<file path="src/common/sdr_pkg.sv">
`default_nettype none
package sdr_pkg;
    localparam logic [31:0] ADDR_STATUS = 32'hFFFF0A00;
    localparam logic [31:0] ADDR_RX = 32'hFFFF0A04;
    localparam logic [31:0] ADDR_TX = 32'hFFFF0A08;
    localparam logic [31:0] ADDR_DIV = 32'hFFFF0A0C;
    localparam logic [31:0] ADDR_CTRL = 32'hFFFF0A10;

    localparam logic [31:0] STATUS_RESET = 32'h00000000;
    localparam logic [7:0] RX_DATA_RESET = 8'h00;
    localparam logic [7:0] TX_DATA_RESET = 8'h00;
    localparam logic [7:0] DIV_RESET = 8'h1B;
    localparam logic [15:0] CTRL_RESET = 16'h0000;

    // status field positions
    localparam int ST_EXCESS = 11;
    localparam int ST_RXLVL_LSB = 8;
    localparam int ST_OVF = 7;
    localparam int ST_RXIRQ = 6;
    localparam int ST_TXIRQ = 5;
    localparam int ST_UF = 4;
    localparam int ST_TXLVL_LSB = 1;
    localparam int ST_ANY = 0;

    // control field positions
    localparam int CT_LOOP = 0;
    localparam int CT_MASTER = 1;
    localparam int CT_CPOL = 2;
    localparam int CT_TFLUSH = 3;
    localparam int CT_CPHA = 4;
    localparam int CT_EN = 5;
    localparam int CT_TMDE = 6;
    localparam int CT_CONT = 11;
    localparam int CT_RFLUSH = 12;
    localparam int CT_THR_LSB = 14;

    localparam int BYTE_BITS = 8;
    localparam int LVL_W = 3;

    typedef struct packed {
        logic [31:0] addr;
        logic [31:0] wdata;
        logic wr;
        logic rd;
    } sdr_bus_req_t;

    typedef struct packed {
        logic sclk;
        logic ss_n;
        logic mosi;
        logic miso;
    } sdr_pin_in_t;

    typedef struct packed {
        logic sclk_o;
        logic sclk_oe;
        logic ss_n_o;
        logic ss_n_oe;
        logic mosi_o;
        logic mosi_oe;
        logic miso_o;
        logic miso_oe;
    } sdr_pin_out_t;

    localparam sdr_pin_in_t PIN_IDLE = 4'h4;

    typedef enum logic [1:0] {
        ST_IDLE = 2'b00,
        ST_SHIFT = 2'b01,
        ST_STALL = 2'b10
    } sdr_state_t;
endpackage
`default_nettype wire

</file>
<file path="src/rtl/sdr_fifo.sv">
`timescale 1ns/1ns
`default_nettype none
module sdr_fifo #(
    parameter int WIDTH = 8,
    parameter int DEPTH = 4,
    parameter int LW = 3
) (
    input wire logic mclk,
    input wire logic rst_n,
    input wire logic flush,
    input wire logic push,
    input wire logic pop,
    input wire logic [WIDTH-1:0] din,
    output logic [WIDTH-1:0] dout,
    output logic [LW-1:0] level,
    output logic full,
    output logic empty
);
    localparam int PW = $clog2(DEPTH);

    if (DEPTH < 2 || (1 << PW) != DEPTH || LW < $clog2(DEPTH + 1)) begin : g_chk
        $error("fifo depth must be a power of two and fit the level width");
    end

    logic [WIDTH-1:0] mem [DEPTH];
    logic [PW-1:0] wp, rp;
    logic push_ok, pop_ok;

    assign full = (level == LW'(DEPTH));
    assign empty = (level == '0);
    // a push into a full fifo is dropped; the caller flags it for the rx fifo only, as overflow
    assign push_ok = push && !full && !flush;
    assign pop_ok = pop && !empty && !flush;
    assign dout = mem[rp];

    always_ff @(posedge mclk) begin
        if (push_ok) begin
            mem[wp] <= din;
        end
    end

    always_ff @(posedge mclk or negedge rst_n) begin
        if (!rst_n) begin
            wp <= '0;
            rp <= '0;
            level <= '0;
        end else if (flush) begin
            wp <= '0;
            rp <= '0;
            level <= '0;
        end else begin
            if (push_ok) begin
                wp <= wp + 1'b1;
            end
            if (pop_ok) begin
                rp <= rp + 1'b1;
            end
            if (push_ok && !pop_ok) begin
                level <= level + 1'b1;
            end else if (pop_ok && !push_ok) begin
                level <= level - 1'b1;
            end
        end
    end
endmodule
`default_nettype wire

</file>
<file path="src/rtl/sdr_spi_regs.sv">
// Behaviour
// excess flag bit 11 high while rx fifo holds more than threshold count.
// excess flag drops once rx level is at or below threshold count.
// status bits 10:8 give rx fifo byte count, 0 to 4.
// overflow bit 7 sets when a byte arrives into a full rx fifo.
// overflow raises interrupt unless rx fifo flush is on.
// reading status clears bits 7, 6, 5 and 4.
// rx irq bit 6 sets in receive mode when threshold bytes received.
// tx irq bit 5 sets in transmit mode when threshold bytes sent.
// underflow bit 4 sets when a transfer starts with tx fifo empty.
// underflow raises interrupt unless tx fifo flush is on.
// status bits 3:1 give tx fifo byte count, 0 to 4.
// bit 0 sets on any interrupt and clears on status read.
// 32-bit read-only status, reset zero, bits 15:12 read zero.
// 8-bit read-only rx data register, reset zero.
// 8-bit write-only tx data register, reset zero.
// 8-bit write-only clock divider, reset 0x1B.
// 16-bit read-write control register, reset zero.
// master serial clock is core clock over 2 times (1 + divider).
// threshold field picks one to four bytes for both interrupts.
// bytes are 8 bits, most significant bit first, both lines.
// rx data read pops rx fifo; tx data write pushes tx fifo.
//
// Decided for this implementation: strobed register access.
`timescale 1ns/1ns
`default_nettype none
module sdr_spi_regs #(
    parameter int FIFO_DEPTH = 4
) (
    input wire logic mclk,
    input wire logic rst_n,
    input wire sdr_pkg::sdr_bus_req_t bus_req,
    output logic [31:0] rdata,
    input wire sdr_pkg::sdr_pin_in_t pin_i,
    output sdr_pkg::sdr_pin_out_t pin_o
);
    import sdr_pkg::*;

    if (FIFO_DEPTH != 2 && FIFO_DEPTH != 4) begin : g_chk
        $error("status level fields serve fifo depths of 2 or 4 only");
    end

    logic [15:0] ctrl;
    logic [7:0] div;
    logic wr_tx, wr_div, wr_ctrl, rd_st, rd_rx;
    logic [1:0] thr;
    logic [2:0] thr_cnt;
    logic en, master, cpol, cpha, loop, tmde, cont, tx_flush, rx_flush;

    assign wr_tx = bus_req.wr && (bus_req.addr == ADDR_TX);
    assign wr_div = bus_req.wr && (bus_req.addr == ADDR_DIV);
    assign wr_ctrl = bus_req.wr && (bus_req.addr == ADDR_CTRL);
    assign rd_st = bus_req.rd && (bus_req.addr == ADDR_STATUS);
    assign rd_rx = bus_req.rd && (bus_req.addr == ADDR_RX);

    assign thr = ctrl[CT_THR_LSB +: 2];
    assign thr_cnt = {1'b0, thr} + 3'h1;
    assign en = ctrl[CT_EN];
    assign master = ctrl[CT_MASTER];
    assign cpol = ctrl[CT_CPOL];
    assign cpha = ctrl[CT_CPHA];
    assign loop = ctrl[CT_LOOP];
    assign tmde = ctrl[CT_TMDE];
    assign cont = ctrl[CT_CONT];
    assign tx_flush = ctrl[CT_TFLUSH];
    assign rx_flush = ctrl[CT_RFLUSH];

    always_ff @(posedge mclk or negedge rst_n) begin
        if (!rst_n) begin
            ctrl <= CTRL_RESET;
        end else if (wr_ctrl) begin
            ctrl <= bus_req.wdata[15:0];
        end
    end

    always_ff @(posedge mclk or negedge rst_n) begin
        if (!rst_n) begin
            div <= DIV_RESET;
        end else if (wr_div) begin
            div <= bus_req.wdata[7:0];
        end
    end

    // fifos
    logic [7:0] tx_head, rx_head, rx_byte, rx_next;
    logic [LVL_W-1:0] tx_lvl, rx_lvl;
    logic tx_empty, rx_full, rx_empty;
    logic tx_pop, rx_push, rx_pop;


    sdr_fifo #(.WIDTH(BYTE_BITS), .DEPTH(FIFO_DEPTH), .LW(LVL_W)) u_tx_fifo (
        .mclk(mclk),
        .rst_n(rst_n),
        .flush(tx_flush),
        .push(wr_tx && !tx_flush),
        .pop(tx_pop),
        .din(bus_req.wdata[7:0]),
        .dout(tx_head),
        .level(tx_lvl),
        .full(),
        .empty(tx_empty)
    );

    sdr_fifo #(.WIDTH(BYTE_BITS), .DEPTH(FIFO_DEPTH), .LW(LVL_W)) u_rx_fifo (
        .mclk(mclk),
        .rst_n(rst_n),
        .flush(rx_flush),
        .push(rx_push),
        .pop(rx_pop),
        .din(rx_byte),
        .dout(rx_head),
        .level(rx_lvl),
        .full(rx_full),
        .empty(rx_empty)
    );

    // pin inputs: a change counts once stages two and three agree
    sdr_pin_in_t s1, s2, s3, pins, pins_q;

    always_ff @(posedge mclk or negedge rst_n) begin
        if (!rst_n) begin
            s1 <= PIN_IDLE;
            s2 <= PIN_IDLE;
            s3 <= PIN_IDLE;
            pins <= PIN_IDLE;
            pins_q <= PIN_IDLE;
        end else begin
            s1 <= pin_i;
            s2 <= s1;
            s3 <= s2;
            pins <= (s2 & s3) | (pins & (s2 ^ s3));
            pins_q <= pins;
        end
    end

    logic s_lead, s_trail, ss_fall;
    assign s_lead = (pins.sclk != pins_q.sclk) && (pins_q.sclk == cpol);
    assign s_trail = (pins.sclk != pins_q.sclk) && (pins_q.sclk != cpol);
    assign ss_fall = !pins.ss_n && pins_q.ss_n;

    // shift engine
    sdr_state_t state;
    logic [7:0] divcnt;
    logic tick, sclk_int, ss_n_int, stall_half, started;
    logic [2:0] bitcnt, txcnt;
    logic [7:0] tx_sh, rx_sh;
    logic lead, trail, din, byte_done;
    logic rx_go, m_start, s_start, m_next, load;

    assign tick = (divcnt == div);
    assign lead = (state == ST_SHIFT) && (master ? (tick && sclk_int == cpol) : s_lead);
    assign trail = (state == ST_SHIFT) && (master ? (tick && sclk_int != cpol) : s_trail);
    assign din = loop ? tx_sh[7] : (master ? pins.miso : pins.mosi);
    assign rx_next = {rx_sh[6:0], din};
    assign byte_done = trail && (bitcnt == 3'h7);
    // with rx flush on in receive mode, reading rx data kicks a master transfer
    assign rx_go = rd_rx && rx_flush && !tmde;
    assign m_start = (state == ST_IDLE) && en && master && ((!tx_empty && !tx_flush) || rx_go);
    assign s_start = en && !master && (((state == ST_IDLE) && ss_fall)
                     || ((state == ST_SHIFT) && byte_done && !pins.ss_n));
    assign m_next = master && byte_done && cont && !tx_empty && !tx_flush;
    assign load = m_start || s_start || m_next;
    assign tx_pop = load && !tx_empty && !tx_flush;

    always_ff @(posedge mclk or negedge rst_n) begin
        if (!rst_n) begin
            state <= ST_IDLE;
        end else begin
            case (state)
                ST_IDLE: begin
                    if (m_start || s_start) begin
                        state <= ST_SHIFT;
                    end
                end
                ST_SHIFT: begin
                    if (!master && (pins.ss_n || !en)) begin
                        state <= ST_IDLE;
                    end else if (master && byte_done && !m_next) begin
                        state <= ST_STALL;
                    end
                end
                ST_STALL: begin
                    // one full serial clock before the next byte may start
                    if (tick && stall_half) begin
                        state <= ST_IDLE;
                    end
                end
                default: begin
                    state <= ST_IDLE;
                end
            endcase
        end
    end


    always_ff @(posedge mclk or negedge rst_n) begin
        if (!rst_n) begin
            divcnt <= 8'h00;
            sclk_int <= 1'b0;
            stall_half <= 1'b0;
        end else begin
            divcnt <= (state != ST_IDLE && !tick) ? divcnt + 8'h01 : 8'h00;
            if (state == ST_SHIFT && master && tick) begin
                sclk_int <= !sclk_int;
            end else if (state != ST_SHIFT) begin
                sclk_int <= cpol;
            end
            stall_half <= (state == ST_STALL) ? (stall_half ^ tick) : 1'b0;
        end
    end

    always_ff @(posedge mclk or negedge rst_n) begin
        if (!rst_n) begin
            ss_n_int <= 1'b1;
        end else if (m_start) begin
            ss_n_int <= 1'b0;
        end else if (state == ST_SHIFT && master && byte_done && !m_next) begin
            ss_n_int <= 1'b1;
        end
    end

    always_ff @(posedge mclk or negedge rst_n) begin
        if (!rst_n) begin
            tx_sh <= TX_DATA_RESET;
            rx_sh <= RX_DATA_RESET;
            bitcnt <= 3'h0;
            started <= 1'b0;
        end else if (load) begin
            tx_sh <= (tx_empty || tx_flush) ? 8'h00 : tx_head;
            bitcnt <= 3'h0;
            started <= 1'b0;
        end else if (lead) begin
            if (!cpha) begin
                rx_sh <= rx_next;
            end else begin
                if (started) begin
                    tx_sh <= {tx_sh[6:0], 1'b0};
                end
                started <= 1'b1;
            end
        end else if (trail) begin
            bitcnt <= bitcnt + 3'h1;
            if (!cpha) begin
                tx_sh <= {tx_sh[6:0], 1'b0};
            end else begin
                rx_sh <= rx_next;
            end
        end
    end

    assign rx_byte = cpha ? rx_next : rx_sh;
    assign rx_push = byte_done && !rx_flush;
    assign rx_pop = rd_rx && !rx_empty;

    // flag sources
    logic ovf_set, uf_set, rxirq_set, txirq_set, any_set;
    logic [4:0] sticky;
    assign ovf_set = rx_push && rx_full;
    assign uf_set = load && tx_empty;
    assign rxirq_set = rx_push && !rx_full && !tmde && (rx_lvl >= {1'b0, thr});
    assign txirq_set = byte_done && tmde && (txcnt + 3'h1 == thr_cnt);
    assign any_set = ovf_set || (uf_set && !tx_flush) || rxirq_set || txirq_set;

    always_ff @(posedge mclk or negedge rst_n) begin
        if (!rst_n) begin
            txcnt <= 3'h0;
        end else if (!tmde || txirq_set) begin
            txcnt <= 3'h0;
        end else if (byte_done) begin
            txcnt <= txcnt + 3'h1;
        end
    end

    // a set in the same cycle as the status read survives it
    always_ff @(posedge mclk or negedge rst_n) begin
        if (!rst_n) begin
            sticky <= 5'h00;
        end else begin
            sticky <= (sticky & ~{5{rd_st}}) | {ovf_set, rxirq_set, txirq_set, uf_set, any_set};
        end
    end

    logic [31:0] status;
    always_comb begin
        status = STATUS_RESET;
        status[ST_EXCESS] = (rx_lvl > thr_cnt);
        status[ST_RXLVL_LSB +: LVL_W] = rx_lvl;
        status[ST_OVF] = sticky[4];
        status[ST_RXIRQ] = sticky[3];
        status[ST_TXIRQ] = sticky[2];
        status[ST_UF] = sticky[1];
        status[ST_TXLVL_LSB +: LVL_W] = tx_lvl;
        status[ST_ANY] = sticky[0];
    end

    always_ff @(posedge mclk or negedge rst_n) begin
        if (!rst_n) begin
            rdata <= 32'h00000000;
        end else if (bus_req.rd) begin
            case (bus_req.addr)
                ADDR_STATUS: rdata <= status;
                ADDR_RX: rdata <= {24'h000000, rx_head};
                ADDR_CTRL: rdata <= {16'h0000, ctrl};
                default: rdata <= 32'h00000000;
            endcase
        end else begin
            rdata <= 32'h00000000;
        end
    end

    always_comb begin
        pin_o.sclk_o = sclk_int;
        pin_o.sclk_oe = en && master;
        pin_o.ss_n_o = ss_n_int;
        pin_o.ss_n_oe = en && master;
        pin_o.mosi_o = tx_sh[7];
        pin_o.mosi_oe = en && master;
        pin_o.miso_o = tx_sh[7];
        pin_o.miso_oe = en && !master && !pins.ss_n;
    end
endmodule
`default_nettype wire

</file>
<file path="config.mk">
export PLATFORM = sky130hd
export DESIGN_NAME = sdr_spi_regs
export DESIGN_NICKNAME = d
export VERILOG_FILES = /design/src/common/sdr_pkg.sv /design/src/rtl/sdr_fifo.sv /design/src/rtl/sdr_spi_regs.sv
export SDC_FILE = /design/constraint.sdc
export NUM_CORES = 1
export LEC_CHECK = 0
export BUFFER_PORTS_ARGS = -buffer_cell sky130_fd_sc_hd__buf_2
export CORE_MARGIN = 4
export CORE_UTILIZATION = 45
export DETAILED_ROUTE_END_ITERATION = 12
export GPL_ROUTABILITY_DRIVEN = 0
export PLACE_DENSITY_LB_ADDON = 0.15
export SETUP_SLACK_MARGIN = 0.02
export SLEW_MARGIN = 40
export SYNTH_ARGS = -nofsm -noshare
export SYNTH_HDL_FRONTEND = slang
export SYNTH_SLANG_ARGS = --single-unit
</file>
<file path="constraint.sdc">
create_clock -name mclk -period 2.8 [get_ports mclk]
set_input_delay 0.14 -clock mclk [delete_from_list [all_inputs] [get_ports mclk]]
set_output_delay 0.14 -clock mclk [all_outputs]
set_load 0.01 [all_outputs]
</file>
## Yosys cells after proc, flatten, opt, wreduce, memory -nomap -nowiden

Memory sizes are Yosys's and may differ from the RTL's.
Index checks and enable logic that the tools add are counted.

| word-level totals | value |
|---|---|
| memories kept | 2 |
| logic and storage cells | 255 |
| input port bits | 72 |
| output and inout port bits | 40 |
| bits in writable memories | 64 |
| bits in registers | 113 |

| cells by class | value |
|---|---|
| mux-type cells | 54 |
| bitwise operators | 9 |
| equality and inequality tests | 26 |
| $lt $le $gt $ge | 2 |
| reduce and logical (&&, ||, !) cells | 112 |
| add/subtract/negate cells | 12 |

Memories:

| memory | words | width | rd ports | clocked after memory_dff | wr ports | line | text |
|---|---|---|---|---|---|---|---|
| u_rx_fifo.mem | 4 | 8 | 1 | 0 | 1 | sdr_fifo.sv:25 | `logic [WIDTH-1:0] mem [DEPTH];` |
| u_tx_fifo.mem | 4 | 8 | 1 | 0 | 1 | sdr_fifo.sv:25 |  |

Operators by type and width:

| operator | count |
|---|---|
| 32-bit equality test, second input constant | 5 |
| 8-bit 2-to-1 mux | 12 |
| 1-bit logical AND | 62 |
| 16-bit case mux with 3 select lines | 1 |
| 3-bit 2-to-1 mux | 11 |
| 2-bit 2-to-1 mux | 12 |
| 2-bit nonzero test | 12 |
| 1-bit zero test | 17 |
| 1-bit 2-to-1 mux | 16 |
| 16-bit 2-to-1 mux | 1 |
| 3-bit by 1-bit adder with 3-bit output, second input constant | 4 |
| 1-bit logical OR | 10 |
| 3-bit equality test, second input constant | 3 |
| 3-bit nonzero test | 3 |
| 2-bit by 1-bit adder with 2-bit output, second input constant | 4 |
| 8-bit by 1-bit adder with 8-bit output, second input constant | 1 |
| 4-bit AND | 2 |
| 8-bit equality test | 1 |
| 3-bit zero test | 2 |
| 2-bit by 1-bit inequality test with 1-bit output, second input constant | 3 |
| 3-bit by 2-bit inequality test with 1-bit output, second input constant | 2 |
| 2-bit case mux with 3 select lines | 1 |
| 3-bit AND reduction | 2 |
| 3-bit by 1-bit subtractor with 3-bit output, second input constant | 2 |
| other kinds (21) | 26 |

## Logic depth before layout (Yosys ltp)

| logic depth | value |
|---|---|
| word-level depth | 19 |
| depth in mapped cells | 12 |
| depth with buffers taken out | 12 |

## Modules after synthesis

Synthesis repeated with hierarchy kept, for this count alone.

| unflattened totals | value |
|---|---|
| cell total of the unflattened synthesis | 630 |
| area, all modules | 8249.2 µm² |

By module, submodules not included:

| module | area an instance (µm²) | times used | cells an instance | sequential area each (µm²) |
|---|---|---|---|---|
| sdr_spi_regs | 5003.5 | 1 | 450 | 2489.9 |
| sdr_fifo | 1622.8 | 2 | 90 | 1136.1 |

## Worst setup path after synthesis

OpenSTA, ideal clock, no wires.

| path | value |
|---|---|
| path type | in2reg |
| start point | input port bus_req[42] (netlist bit) |
| end point | register u_tx_fifo.level[1] |
| library setup time | 0.104 ns |
| slack | 0.024 ns |
| stages | 8 |
| arrival | 2.672 ns |
| required time | 2.696 ns |
| path through | nor4bb_1 > nand3b_1 > or3_4 > nor3_1 > and2_1 > fa_1 > or4b_1 > o311ai_1 |

| between the ends | value |
|---|---|
| longest elaborated chain between the ends | 16 |
| elaborated cells between the ends (all ways) | 24 |
| classes of those cells | eq/ne: 2; mux: 2; reduce/logical: 20 |

Ends and longest elaborated chain:

| item | line | text |
|---|---|---|
| start: declaration | sdr_spi_regs.sv:32 | `input wire sdr_pkg::sdr_bus_req_t bus_req,` |
| 32-bit equality test | sdr_spi_regs.sv:54 | `assign rd_rx = bus_req.rd && (bus_req.addr == ADDR_RX);` |
| 1-bit logical AND | sdr_spi_regs.sv:54 |  |
| 1-bit logical AND (2 in a row) | sdr_spi_regs.sv:157 | `assign rx_go = rd_rx && rx_flush && !tmde;` |
| 1-bit logical OR | sdr_spi_regs.sv:158 | `assign m_start = (state == ST_IDLE) && en && master && ((!tx_empty && !tx_flush) \|\| rx_go);` |
| 1-bit logical AND | sdr_spi_regs.sv:158 |  |
| 1-bit logical OR (2 in a row) | sdr_spi_regs.sv:162 | `assign load = m_start \|\| s_start \|\| m_next;` |
| 1-bit logical AND (2 in a row) | sdr_spi_regs.sv:163 | `assign tx_pop = load && !tx_empty && !tx_flush;` |
| 1-bit logical AND (2 in a row) | sdr_fifo.sv:33 | `assign pop_ok = pop && !empty && !flush;` |
| 1-bit zero test | sdr_fifo.sv:58 | `if (push_ok && !pop_ok) begin` |
| 1-bit logical AND | sdr_fifo.sv:58 |  |
| 3-bit 2-to-1 mux | sdr_fifo.sv:58 |  |
| 3-bit 2-to-1 mux | sdr_fifo.sv:47 | `end else if (flush) begin` |
| end signal: assignment | sdr_fifo.sv:59 | `level <= level + 1'b1;` |
| end signal: assignment | sdr_fifo.sv:61 | `level <= level - 1'b1;` |
| end: declaration | sdr_fifo.sv:15 | `output logic [LW-1:0] level,` |

Parallel ways exist; a longest one is shown, timed or not.
A chain may end at the register's enable or synchronous reset.

## Worst setup path in the final report

| path | value |
|---|---|
| start point | register u_tx_fifo.level[1] |
| end point | register u_tx_fifo.level[1] |

| between the ends | value |
|---|---|
| longest elaborated chain between the ends | 15 |
| elaborated cells between the ends (all ways) | 27 |
| classes of those cells | add/sub: 2; eq/ne: 1; mux: 3; reduce/logical: 21 |

Ends and longest elaborated chain:

| item | line | text |
|---|---|---|
| 3-bit zero test | sdr_fifo.sv:30 | `assign empty = (level == '0);` |
| 1-bit zero test | n/a |  |
| 1-bit logical AND | sdr_spi_regs.sv:158 |  |
| 1-bit logical OR | sdr_spi_regs.sv:158 |  |
| 1-bit logical AND | sdr_spi_regs.sv:158 |  |
| 1-bit logical OR (2 in a row) | sdr_spi_regs.sv:162 |  |
| 1-bit logical AND (2 in a row) | sdr_spi_regs.sv:163 |  |
| 1-bit logical AND (2 in a row) | sdr_fifo.sv:33 |  |
| 1-bit zero test | sdr_fifo.sv:58 |  |
| 1-bit logical AND | sdr_fifo.sv:58 |  |
| 3-bit 2-to-1 mux | sdr_fifo.sv:58 |  |
| 3-bit 2-to-1 mux | sdr_fifo.sv:47 |  |

Parallel ways exist; a longest one is shown, timed or not. The select of a mux whose other input is x is not followed.

==> results_dict.tcl <==
set metrics [dict create \
    status "complete, but fails checks" \
    violations "negative setup slack" \
    synthesis.area_mm2 0.00816 \
    drv_slew 0 \
    drive_gt1_frac 0.301 \
    utilization 0.563 \
    critical_path.endpoint_type "flop" \
    worstHoldPathType "primary input to flop" \
    viasPerCell 5.27 \
    synth_common_cells "dfrtp_1 (103), edfxtp_1 (64), mux2_2 (35), nor2_1 (35), nand2_1 (34)" \
    netlist_instances 619 \
    critPathSlowestCell "or4b_1" \
    ys.flop_type "dfrtp_1" \
    p_sw_mw 1.12 \
    crit_path_cell_trace "or3_4 > a32oi_1 > o32a_1 > o31ai_4 > o21ai_2 > and2_1 > fa_1 > or4b_1 > o311ai_2" \
    period_needed_ns 2.80 \
    wire_per_inst_um 17.7 \
    synth_top_cell_by_area "dfrtp_1" \
    grt_max_degree 64 \
    ys_top_cells_by_area "dfrtp_1 (32%), edfxtp_1 (24%), mux2_2 (4.8%)" \
    antenna_found_initial 0 \
    start_kind "flop" \
    required_ns 3.12 \
    n_antenna_cell 0 \
    portBuffers 79 \
    grt_util_all_layers 0.180 \
    cts_buffers 17 \
    cp_slowest_stage_delay_ns 0.53 \
    postSynth.asyncResetShare 0.638 \
    drt_iter0_drc 215 \
    regArea_mm2 0.00476 \
    arrival_ns 3.13 \
    ir_drop_uv 448 \
    cts.sinks 177 \
    ys_seq_elements 177 \
    yosysTopAreaCellShare 0.316 \
    slew_headroom 0.545 \
    leakagePower_nw 4.26 \
    worst_pin_slew_ns 0.683 \
    synth-seq-area-share 0.584 \
    hold_violations 0 \
    synth_edf_count 64 \
    dieWidth_um 143 \
    clkPwrFrac 0.475 \
    finalPower_mw 5.48 \
    dr.pass1.iters 5 \
    fin_skew_ns 0.0117 \
    critical_path.top_delay_family "simple AND/OR/NAND/NOR gates" \
    core_area_mm2 0.0175 \
    hp-start "bus_req[8]" \
    drc 0 \
    std_cell_rows 48 \
    worstPathMaxFanout 3 \
    pwr-share-seq 0.494 \
    worstSetupPathType "flop to flop" \
    cts_tree "built" \
    totalWireLength_mm 17.4 \
    clock_latency_ns 0.43 \
    r2r-start "u_tx_fifo.level[1]$_DFFE_PN0P_" \
    clock_path_buffers 2 \
    dp_hpwl_mm 12.5 \
    finalSetupViolations 1 \
    fin_crit_sh 1.00 \
    fmax_mhz 357 \
    dieArea_mm2 0.0203 \
    synth_most_common_cell "dfrtp_1" \
    fillerInstances 1443 \
    fin_nets 842 \
    max_cap_violations 0 \
    cts-root-buf "clkbuf_16" \
    yosys.cell_types.count 66 \
    cellPowerDensity_mw_per_mm2 555 \
    postSynthAreaPerCell_um2 13.2 \
    pwr-share-comb 0.031 \
    switching_share 0.204 \
    p_int_mw 4.37 \
    tns_ns -0.00493 \
    grt_pass1_vias 5414 \
    critPathBufInv 0 \
    initial_utilization 0.465 \
    fin_area_mm2 0.00987 \
    num_io_pins 112 \
    grt_overflow 0 \
    grt_pass1_wl_mm 28.3 \
    syn_to_final_growth_pct 21.0 \
    rsz0062_at_grt "true" \
    startpoint "u_tx_fifo.level[1]$_DFFE_PN0P_" \
    h-tree-depth 4 \
    die_y_um 143 \
    path_clk_slew_ns 0.06 \
    num_vias 5177 \
    multi_input_area_mm2 0.00315 \
    placed_cell_area_mm2 0.00897 \
    layout_setup_ws_ns -0.00493 \
    synth_warnings 0 \
    ant_nets 0 \
]
[worst paths after layout]
check / endpoint / slack [ns] / depth (start not counted)
min in group asynchronous: tx_sh[2]$_DFFE_PN0P_ / 0.29 / 2
max: u_tx_fifo.level[1]$_DFFE_PN0P_ / -0.005 / 9
max reg2reg: u_tx_fifo.level[1]$_DFFE_PN0P_ / -0.005 / 9
min: u_tx_fifo.mem[2][6]$_DFFE_PP_ / 0.01 / 1
max in group asynchronous: ss_n_int$_DFFE_PN1P_ / 1.69 / 3
min reg2reg: s2[3]$_DFF_PN0_ / 0.35 / 0
[final cells by class]
class                      count  share of cell area
clock buffer                  17              0.0431
clock inverter                15              0.0231
inverter                      22             0.00837
multi-input combinational    390               0.319
sequential                   177               0.482
tap                          225              0.0285
timing repair buffer         137              0.0956
[worst reg2reg max path: cells and delay by family (launching register included)]
| kind | cells | cell delay [ns] |
|---|---|---|
| and+or+nand+nor | 3 | 1.10 |
| adders and majority gates | 1 | 0.42 |
| DFF | 1 | 0.40 |
| AOI/OAI and AO/OA | 5 | 0.78 |
[metal layers]
layer,GRT usage,up-vias,wire length [um]
met5,0,-,0
met2,0.287,132,8510
li1,-,2453,-
met3,0.0358,35,751
met1,0.244,2557,7700
met4,0.0715,0,439
[state kept, by name, indices dropped and copies added (netlist names), 4 cells and up]
register / flops
pins: 4
u_tx_fifo.mem: 32
sticky: 5
u_rx_fifo.mem: 32
rx_sh: 8
div: 8
divcnt: 8
ctrl: 16
tx_sh: 8
s3: 4
rdata: 16
s2: 4
s1: 4
[placed cells by master, fill, tap and decap left out, types with 11 or more instances in the layout]
cell type and instances:
mux2_2 35, mux4_2 16, a21oi_1 11, inv_1 22, nand3_1 22, and2_1 12
edfxtp_1 64, ha_1 23, buf_2 78, clkbuf_16 17, mux2i_1 20, o21ai_0 17
nand2_1 34, xor2_1 19, xnor2_1 11, dlygate4sd3_1 19, dfrtp_1 103, buf_4 35
nor2_1 35, conb_1 16
[what timing repair did]
action	4_1_cts	5_1_grt
buffers inserted	0	1
endpoints found under the hold margin	85	0
gates resized for setup	4	5
hold buffers	19	0
pin swaps	3	1
setup endpoints to repair	2	3
[logic make-up after synthesis]
group / synth area share
other: 0.000460
XOR/XNOR: 0.0322
AO/OA/AOI/OAI: 0.0646
AND/OR/NAND/NOR: 0.108
flip-flops: 0.584
buffers and inverters: 0.0425
adder cells (fa/ha/maj): 0.0402
multiplexers: 0.128
[per-stage QoR]
stage	worst slack [ns]	hold WS, ns	cells
floorplan	0.0237	-0.156	634
global placement	-0.0962	0.215	931
detailed placement	-0.165	0.231	931
CTS	-0.00754	0.00392	982
global route	-0.127	0.0111	983
finish	-0.00493	0.0131	983
[power groups by stage]
stage                     Clock, mW  Combinational (mW)  Sequential (mW)
final                          2.60               0.169             2.71
after global placement            0               0.147             2.76
after floorplan                   0              0.0656             2.76
after global routing           2.77               0.193             2.71
after detailed placement          0               0.151             2.76
after CTS                      2.67               0.172             2.71
No activity file was read; power rests on OpenSTA's default activity.
